--- config.mk ---
export PLATFORM = sky130hd
export DESIGN_NAME = sscsr_top
export DESIGN_NICKNAME = d
export VERILOG_FILES = /design/src/hw/sscsr_pkg.sv /design/src/hw/sscsr_top.sv
export SDC_FILE = /design/constraint.sdc
export NUM_CORES = 1
export LEC_CHECK = 0
export BUFFER_PORTS_ARGS = -buffer_cell sky130_fd_sc_hd__buf_2
export CORE_ASPECT_RATIO = 1.4
export CORE_UTILIZATION = 45
export DETAILED_ROUTE_END_ITERATION = 8
export GPL_TIMING_DRIVEN = 0
export PLACE_DENSITY_LB_ADDON = 0.25
export SLEW_MARGIN = 20
export SYNTH_ARGS = -nofsm -noshare
export SYNTH_HDL_FRONTEND = slang
export SYNTH_SLANG_ARGS = --single-unit
--- constraint.sdc ---
create_clock -name I_CLK_SYS -period 4.5 [get_ports I_CLK_SYS]
set_input_delay 0.45 -clock I_CLK_SYS [delete_from_list [all_inputs] [get_ports I_CLK_SYS]]
set_output_delay 0.45 -clock I_CLK_SYS [all_outputs]
set_load 0.01 [all_outputs]
--- src/hw/sscsr_pkg.sv ---
// constants, register map and carrier types of the serial slave register bank
// assumes one system clock; register numbers are used directly as addresses
package sscsr_pkg;
  localparam int CLK_HZ = 200_000_000;
  localparam int CLK_PERIOD_NS = 5;
  localparam int SEC_NS = 1_000_000_000;
  localparam int MS_NS = 1_000_000;
  localparam int CYC_PER_SEC = SEC_NS / CLK_PERIOD_NS;
  localparam int CYC_PER_MS = MS_NS / CLK_PERIOD_NS;

  localparam logic [15:0] ADDR_CFG_CHANGES = 16'h0054;
  localparam logic [15:0] ADDR_DP_SCALED = 16'h0074;
  localparam logic [15:0] ADDR_SP_SCALED = 16'h0075;
  localparam logic [15:0] ADDR_PT_SCALED = 16'h0076;
  localparam logic [15:0] ADDR_STATUS_HI = 16'h0077;
  localparam logic [15:0] ADDR_STATUS_MID = 16'h0078;
  localparam logic [15:0] ADDR_STATUS_LO = 16'h0079;
  localparam logic [15:0] ADDR_MAX_SCALE = 16'h007d;
  localparam logic [15:0] ADDR_SCROLL_SEC = 16'h007e;
  localparam logic [15:0] ADDR_DISP_MASK_HI = 16'h007f;
  localparam logic [15:0] ADDR_DISP_MASK_LO = 16'h0080;
  localparam logic [15:0] ADDR_TURNAROUND = 16'h0083;
  localparam logic [15:0] ADDR_FLOAT_ORDER = 16'h0084;
  localparam logic [15:0] ADDR_RATE_SEL = 16'h0085;
  localparam logic [15:0] ADDR_TEMP_MODE = 16'h0086;
  localparam logic [15:0] ADDR_RTD_WIRING = 16'h0087;
  localparam logic [15:0] ADDR_FRAMING_CNT = 16'h0091;
  localparam logic [15:0] ADDR_OVERRUN_CNT = 16'h0093;
  localparam logic [15:0] ADDR_CRC_CNT = 16'h0094;
  localparam logic [15:0] ADDR_GOOD_CNT = 16'h0096;

  // implemented display item bits: 0..5, 7, 8..13, 16..18
  localparam logic [31:0] DISP_MASK_VALID = 32'h0007_3fbf;
  localparam logic [31:0] RST_DISP_MASK = 32'h0000_0001;
  localparam logic [15:0] RST_SCROLL_SEC = 16'h0003;
  localparam logic [15:0] RST_MAX_SCALE = 16'hffff;
  localparam logic [15:0] RST_TURNAROUND = 16'h0000;
  localparam logic [2:0] RATE_1200 = 3'h1;
  localparam logic [2:0] RATE_2400 = 3'h2;
  localparam logic [2:0] RATE_4800 = 3'h3;
  localparam logic [2:0] RATE_9600 = 3'h4;
  localparam logic [2:0] RATE_19200 = 3'h5;
  localparam logic [2:0] RST_RATE = RATE_9600;
  localparam int BAUD_1200 = 1200;
  localparam int BAUD_2400 = 2400;
  localparam int BAUD_4800 = 4800;
  localparam int BAUD_9600 = 9600;
  localparam int BAUD_19200 = 19200;
  localparam logic [1:0] FLOAT_ORDER_MAX = 2'h3;
  localparam logic [1:0] RST_FLOAT_ORDER = 2'h0;

  typedef enum logic [1:0] {
    TEMP_FIXED = 2'b00,
    TEMP_NORMAL = 2'b01,
    TEMP_BACKUP = 2'b10
  } sscsr_temp_mode_type;
  localparam sscsr_temp_mode_type RST_TEMP_MODE = TEMP_NORMAL;

  typedef enum logic {
    RTD_FOUR_WIRE = 1'b0,
    RTD_THREE_WIRE = 1'b1
  } sscsr_rtd_type;
  localparam sscsr_rtd_type RST_RTD = RTD_FOUR_WIRE;

  typedef enum logic {
    TA_IDLE = 1'b0,
    TA_WAIT = 1'b1
  } sscsr_ta_state_type;

  typedef struct packed {
    logic rd;
    logic wr;
    logic [15:0] addr;
    logic [15:0] wdata;
  } sscsr_req_type;

  typedef struct packed {
    logic framing_err;
    logic overrun;
    logic crc_fail;
    logic frame_good;
  } sscsr_evt_type;
endpackage

--- src/hw/sscsr_top.sv ---
// register bank of the serial slave: settings, process values, diagnostics
// assumes a protocol engine outside that decodes frames, issues register
// requests and reports receive events as one-cycle pulses
// Behaviour
// - serial bit tick follows the rate code
// - float bytes reordered by four-way selector
// - temperature mode fixed, normal or backup
// - sensor wiring: four-wire or three-wire
// - display shows items set in mask
// - each item scrolled to held for dwell seconds, one second when dwell is zero
// - reply waits turnaround milliseconds after request
// - count framing errors
// - count receiver overruns
// - count crc failures
// - count good frames
// - count configuration changes; a write and I_CFG_CHANGE in one cycle count once
// - scaled process values read-only
`timescale 1ns/100ps
module sscsr_top #(
  parameter int CLK_HZ = sscsr_pkg::CLK_HZ,
  parameter int CYC_PER_SEC = sscsr_pkg::CYC_PER_SEC,
  parameter int CYC_PER_MS = sscsr_pkg::CYC_PER_MS
) (
  input wire logic I_CLK_SYS,
  input wire logic I_RST_N,
  input wire sscsr_pkg::sscsr_req_type I_REG_REQ,
  output logic [15:0] O_REG_RDATA,
  output logic O_REG_ACK,
  output logic O_REG_ERR,
  input wire logic [15:0] I_DP_SCALED,
  input wire logic [15:0] I_SP_SCALED,
  input wire logic [15:0] I_PT_SCALED,
  input wire logic [47:0] I_XMTR_STATUS,
  input wire sscsr_pkg::sscsr_evt_type I_RX_EVT,
  input wire logic I_CFG_CHANGE,
  input wire logic I_REQ_END,
  output logic O_REPLY_GO,
  output logic O_BIT_TICK,
  input wire logic [31:0] I_FLOAT_VALUE,
  output logic [31:0] O_FLOAT_TX,
  output logic [1:0] O_TEMP_MODE,
  output logic O_RTD_THREE_WIRE,
  output logic [4:0] O_DISP_ITEM,
  output logic O_DISP_VALID,
  output logic [15:0] O_MAX_SCALE
);
  import sscsr_pkg::*;

  if (CLK_HZ / BAUD_19200 < 2) begin : g_chk_clk
    $error("clock too slow for highest serial rate");
  end
  if (CYC_PER_SEC < 1 || CYC_PER_MS < 1) begin : g_chk_tick
    $error("tick counts must be at least one");
  end

  function automatic logic [31:0] baud_div(input logic [2:0] code);
    logic [31:0] r;
    case (code)
      RATE_1200: r = 32'(CLK_HZ / BAUD_1200);
      RATE_2400: r = 32'(CLK_HZ / BAUD_2400);
      RATE_4800: r = 32'(CLK_HZ / BAUD_4800);
      RATE_9600: r = 32'(CLK_HZ / BAUD_9600);
      RATE_19200: r = 32'(CLK_HZ / BAUD_19200);
      default: r = 32'(CLK_HZ / BAUD_9600);
    endcase
    return r;
  endfunction

  function automatic logic [31:0] reorder(input logic [31:0] v,
                                          input logic [1:0] fmt);
    logic [31:0] r;
    case (fmt)
      2'h0: r = v;
      2'h1: r = {v[15:0], v[31:16]};
      2'h2: r = {v[7:0], v[15:8], v[23:16], v[31:24]};
      2'h3: r = {v[23:16], v[31:24], v[7:0], v[15:8]};
      default: r = v;
    endcase
    return r;
  endfunction

  // next set bit after cur, searching round the mask
  function automatic logic [4:0] next_item(input logic [31:0] m,
                                           input logic [4:0] cur);
    logic [4:0] r;
    logic [4:0] idx;
    logic found;
    r = cur;
    found = 1'b0;
    for (int k = 1; k <= 32; k++) begin
      idx = 5'(int'(cur) + k);
      if (!found && m[idx]) begin
        r = idx;
        found = 1'b1;
      end
    end
    return r;
  endfunction

  logic [15:0] max_scale_q;
  logic [15:0] scroll_sec_q;
  logic [31:0] disp_mask_q;
  logic [15:0] turnaround_q;
  logic [1:0] float_order_q;
  logic [2:0] rate_q;
  sscsr_temp_mode_type temp_mode_q;
  sscsr_rtd_type rtd_q;
  logic [15:0] cfg_cnt_q;
  logic [15:0] framing_cnt_q;
  logic [15:0] overrun_cnt_q;
  logic [15:0] crc_cnt_q;
  logic [15:0] good_cnt_q;
  logic [15:0] rdata_d;
  logic mapped_d;
  logic wr_ok_d;
  logic req_d;
  logic [15:0] wd;

  assign req_d = I_REG_REQ.rd | I_REG_REQ.wr;
  assign wd = I_REG_REQ.wdata;

  // read mux and write legality
  always_comb begin
    rdata_d = 16'h0000;
    mapped_d = 1'b1;
    wr_ok_d = 1'b0;
    case (I_REG_REQ.addr)
      ADDR_CFG_CHANGES: rdata_d = cfg_cnt_q;
      ADDR_DP_SCALED: rdata_d = I_DP_SCALED;
      ADDR_SP_SCALED: rdata_d = I_SP_SCALED;
      ADDR_PT_SCALED: rdata_d = I_PT_SCALED;
      ADDR_STATUS_HI: rdata_d = I_XMTR_STATUS[47:32];
      ADDR_STATUS_MID: rdata_d = I_XMTR_STATUS[31:16];
      ADDR_STATUS_LO: rdata_d = I_XMTR_STATUS[15:0];
      ADDR_MAX_SCALE: begin
        rdata_d = max_scale_q;
        wr_ok_d = 1'b1;
      end
      ADDR_SCROLL_SEC: begin
        rdata_d = scroll_sec_q;
        wr_ok_d = 1'b1;
      end
      ADDR_DISP_MASK_HI: begin
        rdata_d = disp_mask_q[31:16];
        wr_ok_d = 1'b1;
      end
      ADDR_DISP_MASK_LO: begin
        rdata_d = disp_mask_q[15:0];
        wr_ok_d = 1'b1;
      end
      ADDR_TURNAROUND: begin
        rdata_d = turnaround_q;
        wr_ok_d = 1'b1;
      end
      ADDR_FLOAT_ORDER: begin
        rdata_d = {14'h0000, float_order_q};
        wr_ok_d = (wd <= 16'(FLOAT_ORDER_MAX));
      end
      ADDR_RATE_SEL: begin
        rdata_d = {13'h0000, rate_q};
        wr_ok_d = (wd >= 16'(RATE_1200)) && (wd <= 16'(RATE_19200));
      end
      ADDR_TEMP_MODE: begin
        rdata_d = {14'h0000, temp_mode_q};
        wr_ok_d = (wd <= 16'(TEMP_BACKUP));
      end
      ADDR_RTD_WIRING: begin
        rdata_d = {15'h0000, rtd_q};
        wr_ok_d = (wd <= 16'(RTD_THREE_WIRE));
      end
      ADDR_FRAMING_CNT: rdata_d = framing_cnt_q;
      ADDR_OVERRUN_CNT: rdata_d = overrun_cnt_q;
      ADDR_CRC_CNT: rdata_d = crc_cnt_q;
      ADDR_GOOD_CNT: rdata_d = good_cnt_q;
      default: mapped_d = 1'b0;
    endcase
  end

  logic wr_take;
  assign wr_take = I_REG_REQ.wr & wr_ok_d;

  always_ff @(posedge I_CLK_SYS or negedge I_RST_N) begin
    if (!I_RST_N) begin
      O_REG_ACK <= 1'b0;
      O_REG_ERR <= 1'b0;
      O_REG_RDATA <= 16'h0000;
    end else begin
      O_REG_ACK <= req_d;
      O_REG_ERR <= req_d & (!mapped_d | (I_REG_REQ.wr & !wr_ok_d));
      O_REG_RDATA <= (I_REG_REQ.rd & !I_REG_REQ.wr) ? rdata_d : 16'h0000;
    end
  end

  always_ff @(posedge I_CLK_SYS or negedge I_RST_N) begin
    if (!I_RST_N) begin
      max_scale_q <= RST_MAX_SCALE;
      scroll_sec_q <= RST_SCROLL_SEC;
      disp_mask_q <= RST_DISP_MASK;
      turnaround_q <= RST_TURNAROUND;
      float_order_q <= RST_FLOAT_ORDER;
      rate_q <= RST_RATE;
      temp_mode_q <= RST_TEMP_MODE;
      rtd_q <= RST_RTD;
    end else if (wr_take) begin
      case (I_REG_REQ.addr)
        ADDR_MAX_SCALE: max_scale_q <= wd;
        ADDR_SCROLL_SEC: scroll_sec_q <= wd;
        ADDR_DISP_MASK_HI: disp_mask_q[31:16] <= wd & DISP_MASK_VALID[31:16];
        ADDR_DISP_MASK_LO: disp_mask_q[15:0] <= wd & DISP_MASK_VALID[15:0];
        ADDR_TURNAROUND: turnaround_q <= wd;
        ADDR_FLOAT_ORDER: float_order_q <= wd[1:0];
        ADDR_RATE_SEL: rate_q <= wd[2:0];
        ADDR_TEMP_MODE: temp_mode_q <= sscsr_temp_mode_type'(wd[1:0]);
        ADDR_RTD_WIRING: rtd_q <= sscsr_rtd_type'(wd[0]);
        default: max_scale_q <= max_scale_q;
      endcase
    end
  end

  // diagnostics counters wrap through zero
  always_ff @(posedge I_CLK_SYS or negedge I_RST_N) begin
    if (!I_RST_N) begin
      cfg_cnt_q <= 16'h0000;
      framing_cnt_q <= 16'h0000;
      overrun_cnt_q <= 16'h0000;
      crc_cnt_q <= 16'h0000;
      good_cnt_q <= 16'h0000;
    end else begin
      if (wr_take | I_CFG_CHANGE)
        cfg_cnt_q <= cfg_cnt_q + 16'h0001;
      if (I_RX_EVT.framing_err)
        framing_cnt_q <= framing_cnt_q + 16'h0001;
      if (I_RX_EVT.overrun)
        overrun_cnt_q <= overrun_cnt_q + 16'h0001;
      if (I_RX_EVT.crc_fail)
        crc_cnt_q <= crc_cnt_q + 16'h0001;
      if (I_RX_EVT.frame_good)
        good_cnt_q <= good_cnt_q + 16'h0001;
    end
  end

  // serial bit-rate enable
  logic [31:0] baud_cnt_q;
  always_ff @(posedge I_CLK_SYS or negedge I_RST_N) begin
    if (!I_RST_N) begin
      baud_cnt_q <= 32'h0000_0000;
      O_BIT_TICK <= 1'b0;
    end else if (baud_cnt_q >= baud_div(rate_q) - 32'h0000_0001) begin
      baud_cnt_q <= 32'h0000_0000;
      O_BIT_TICK <= 1'b1;
    end else begin
      baud_cnt_q <= baud_cnt_q + 32'h0000_0001;
      O_BIT_TICK <= 1'b0;
    end
  end

  always_ff @(posedge I_CLK_SYS or negedge I_RST_N) begin
    if (!I_RST_N) begin
      O_FLOAT_TX <= 32'h0000_0000;
      O_TEMP_MODE <= 2'h0;
      O_RTD_THREE_WIRE <= 1'b0;
      O_MAX_SCALE <= 16'h0000;
    end else begin
      O_FLOAT_TX <= reorder(I_FLOAT_VALUE, float_order_q);
      O_TEMP_MODE <= temp_mode_q;
      O_RTD_THREE_WIRE <= (rtd_q == RTD_THREE_WIRE);
      O_MAX_SCALE <= max_scale_q;
    end
  end

  // display scrolling
  logic [31:0] sec_cnt_q;
  logic [15:0] dwell_q;
  logic sec_tick;
  logic [15:0] dwell_lim;
  assign sec_tick = (sec_cnt_q == 32'(CYC_PER_SEC - 1));
  assign dwell_lim = (scroll_sec_q == 16'h0000) ? 16'h0001 : scroll_sec_q;

  always_ff @(posedge I_CLK_SYS or negedge I_RST_N) begin
    if (!I_RST_N) begin
      sec_cnt_q <= 32'h0000_0000;
      dwell_q <= 16'h0000;
      O_DISP_ITEM <= 5'h00;
      O_DISP_VALID <= 1'b0;
    end else begin
      sec_cnt_q <= sec_tick ? 32'h0000_0000 : sec_cnt_q + 32'h0000_0001;
      O_DISP_VALID <= (disp_mask_q != 32'h0000_0000);
      if (!disp_mask_q[O_DISP_ITEM]) begin
        O_DISP_ITEM <= next_item(disp_mask_q, O_DISP_ITEM);
        dwell_q <= 16'h0000;
      end else if (sec_tick) begin
        if (dwell_q + 16'h0001 >= dwell_lim) begin
          dwell_q <= 16'h0000;
          O_DISP_ITEM <= next_item(disp_mask_q, O_DISP_ITEM);
        end else begin
          dwell_q <= dwell_q + 16'h0001;
        end
      end
    end
  end

  // reply turnaround timer
  sscsr_ta_state_type ta_state_q;
  logic [31:0] ms_cyc_q;
  logic [15:0] ms_cnt_q;
  always_ff @(posedge I_CLK_SYS or negedge I_RST_N) begin
    if (!I_RST_N) begin
      ta_state_q <= TA_IDLE;
      ms_cyc_q <= 32'h0000_0000;
      ms_cnt_q <= 16'h0000;
      O_REPLY_GO <= 1'b0;
    end else if (I_REQ_END) begin
      ta_state_q <= TA_WAIT;
      ms_cyc_q <= 32'h0000_0000;
      ms_cnt_q <= 16'h0000;
      O_REPLY_GO <= 1'b0;
    end else begin
      O_REPLY_GO <= 1'b0;
      case (ta_state_q)
        TA_IDLE: ta_state_q <= TA_IDLE;
        TA_WAIT: begin
          if (ms_cnt_q >= turnaround_q) begin
            O_REPLY_GO <= 1'b1;
            ta_state_q <= TA_IDLE;
          end else if (ms_cyc_q == 32'(CYC_PER_MS - 1)) begin
            ms_cyc_q <= 32'h0000_0000;
            ms_cnt_q <= ms_cnt_q + 16'h0001;
          end else begin
            ms_cyc_q <= ms_cyc_q + 32'h0000_0001;
          end
        end
        default: ta_state_q <= TA_IDLE;
      endcase
    end
  end
endmodule

==> run metrics <==
outcome=complete, but fails checks; WL final=94200 um; Leak=0.0126 uW; crit-path cells=buf_6 > clkbuf_1 > clkbuf_1 > o22ai_1 > mux2i_1 > o211a_4 > nand4_1 > or2_2 > nor3_4 > buf_4 > o41ai_4 > buf_4 > o31ai_4; Syn. warnings=0; Die Ht=273 um; Sink Count=358; top post-synthesis cells by area=dfrtp_1, ha_1, mux4_2; first-pass GRT wire length=141000 um; Peak VDD IR=0.340 mV; hold crit path type=in -> reg; critical path arrival=5.07 ns; most frequent cells in the layout=dfrtp_1, buf_2, nand2_1; CP required=4.97 ns; Async S/R FF share, synth=1.00; crit start category=register; Pwr Density=672 nW/um^2; drt pass-1 iters=6; CP Class=reg -> reg; Port Buffers=245; hold endpoint=framing_cnt_q[0]$_DFFE_PN0P_; Vias=23000; Slew Limit Fails=0; clock buffer depth=3; number of synthesized flops with an enable pin=0; Rows=98; pre-CTS setup slack=-2.09 ns; final hold vios=0; Tcrit/Tclk final=1.02; CP max stage delay=0.68 ns; Placer Congestion=1.04; area leader, netlist=dfrtp_1; RSZ-0062 raised after global routing=yes; worst relative slew slack=0.220; Setup-failing EPs final=4; Yosys cell types=110; fraction of layout cells with a size suffix above 1=0.276; fill cell count=4465; Die W=196 um; worst setup margin=-0.0963 ns; total global routing overflow=0; Crit Reg-Reg Endpoint=O_DISP_ITEM[1]$_DFFE_PN0P_; CTS Buf Count=40; Seq cells post-synth=358; post-DP HPWL=70900 um; core area=51400 um^2; reg-to-reg slack, setup=-0.1 ns; post-route minimum period=4.60 ns; Root Driver=clkbuf_16; Hold Startpoint=I_RX_EVT[3]; Mapped Area=23600 um^2; highest-delay cell along the critical path=clkbuf_1; Post-Syn Instances=2445; Max Freq=0.218 GHz; vias in the first global route=23200; I/O pin total=247; Routed Antenna Nets=0; Critical Path Fanout Max=10; Nets=3092; Worst Setup End Kind=register; wire per inst=26.7 um; Worst Skew=0.0274 ns; drt via density=6.52; RR Startpoint=O_DISP_ITEM[2]$_DFFE_PN0P_; P&R area growth vs syn=23.5%; Tot Pwr=19600 uW; clock latency on the worst-skew pair=0.60 ns; CTS tree=yes; Post-synth top flop=dfrtp_1; Mean Syn Cell Area=9.65 um^2; register area share after synthesis=0.381; most common cell after layout, fill and taps aside=dfrtp_1; DRT iter0 DRCs=2126; Max H-tree Level=2; Reg2Reg Depth=13; worst slew pin tran=1.17 ns; Total GRT Usage=0.351; hold path depth=2; share of the synthesized area in the top cell type=0.357; initial antenna violation count=9; Starting Density=0.459; max_cap viols=0; total die area=53400 um^2; drt drc=0; clock slew at reported path FFs=0.08 ns; largest net degree at the start of global routing=98; failing checks=negative setup slack
-- sequential cells by signal, summed over array words and instances (netlist names), 32 cells and up --
| signal | count |
|---|---|
| ms_cyc_q | 32 |
| O_FLOAT_TX | 32 |
| sec_cnt_q | 32 |
| baud_cnt_q | 32 |
-- cells in the mapped netlist (17+ instances only) --
master	count
dfrtp_1	337
nand2_1	226
nor2_1	183
a21oi_1	103
nand3_1	102
xnor2_1	101
xor2_1	97
mux2_2	89
ha_1	86
o21ai_0	85
clkbuf_1	77
nand4_1	75
and3_1	60
inv_1	53
nor3_1	50
mux4_2	46
a222oi_1	40
a31oi_1	37
a221oi_1	32
nor4_1	30
and2_1	28
a21o_1	27
a211oi_1	26
or3_1	26
mux2i_1	24
nand2b_1	24
a22oi_1	22
dfstp_2	21
buf_2	19
a2111oi_0	17
a22o_1	17
-- repair_timing --
| item | CTS | global route |
|---|---|---|
| hold buffers | 1 | 0 |
| pin swaps | 36 | 42 |
| resized for setup | 158 | 108 |
| buffers inserted | 56 | 37 |
| setup endpoints to repair | 5 | 30 |
| endpoints found under the hold margin | 80 | 0 |
| cloned | 0 | 2 |
-- report_power, final --
part / internal, uW / switching (uW) / total (uW)
Combinational: 4790 / 7380 / 12200
Clock: 2050 / 1450 / 3500
Sequential: 3510 / 410 / 3920
-- metrics by stage --
stage | instances | utilization | hold slack, ns | instance area [um^2] | setup TNS, ns
CTS | 3481 | 0.551 | 0.117 | 28300 | -0.0589
detailed placement | 3355 | 0.502 | 0.402 | 25800 | -10.09
global placement | 3351 | 0.500 | 0.403 | 25700 | -1359.60
floorplan | 2456 | - | 0.154 | 23600 | 0
global route | 3519 | 0.567 | 0.132 | 29100 | -0.526
finish | 3522 | 0.567 | 0.131 | 29100 | -0.302
-- area by class of cell --
class	instances	area, um^2	share of cell area
Clock buffer	54	1070	0.0368
Tap cell	650	813	0.0279
Inverter	56	225	0.00773
Timing Repair Buffer	344	2170	0.0743
Clock inverter	20	292	0.0100
Multi-Input combinational cell	1929	15000	0.514
Buffer	107	604	0.0207
Antenna cell	4	10.0	0.000343
Sequential cell	358	8990	0.309
-- kinds of logic (layout without fill, tap and decap cells) --
kind of cell    after synthesis  after routing  synth area share
simple gates                893            893             0.194
compound gates              575            575             0.176
flops                       358            358             0.381
xor+xnor                    199            199            0.0742
buf+inv                     169            581            0.0303
mux                         164            164            0.0992
fa+ha+maj                    86             86            0.0456
other cells                   1             16          0.000159
-- metal layers --
layer / part of all wire / wire length (um) / GRT usage / up-vias
li1: - / - / - / 10100
met1: 0.36 / 33900 / 0.397 / 11300
met2: 0.48 / 45100 / 0.590 / 1146
met3: 0.070 / 6630 / 0.0600 / 403
met4: 0.091 / 8600 / 0.275 / 6
met5: 0.00037 / 35 / 0 / -
-- critical path, delay by kind of cell, from the launching register on --
family | cells | cell delay (ns)
AO/OA/AOI/OAI | 4 | 1.08
flip-flops | 1 | 0.48
buffers and inverters | 5 | 1.68
multiplexers | 1 | 0.45
AND/OR/NAND/NOR | 3 | 0.76
-- worst max path at each step --
stage | from | endpoint | slack (ns) | depth (start not counted)
final | O_DISP_ITEM[2]$_DFFE_PN0P_ | O_DISP_ITEM[1]$_DFFE_PN0P_ | -0.1 | 13
after global routing | O_DISP_ITEM[3]$_DFFE_PN0P_ | O_DISP_ITEM[1]$_DFFE_PN0P_ | -0.18 | 17
after CTS | O_DISP_ITEM[0]$_DFFE_PN0P_ | O_DISP_ITEM[1]$_DFFE_PN0P_ | -0.03 | 20
after detailed placement | O_DISP_ITEM[1]$_DFFE_PN0P_ | O_DISP_ITEM[1]$_DFFE_PN0P_ | -2.09 | 18
after global placement | I_RST_N | O_FLOAT_TX[10]$_DFF_PN0_ | -3.95 | 1
after floorplan | O_DISP_ITEM[2]$_DFFE_PN0P_ | O_DISP_ITEM[1]$_DFFE_PN0P_ | 0.06 | 17
Note: power is estimated with default switching activity, not from simulation.
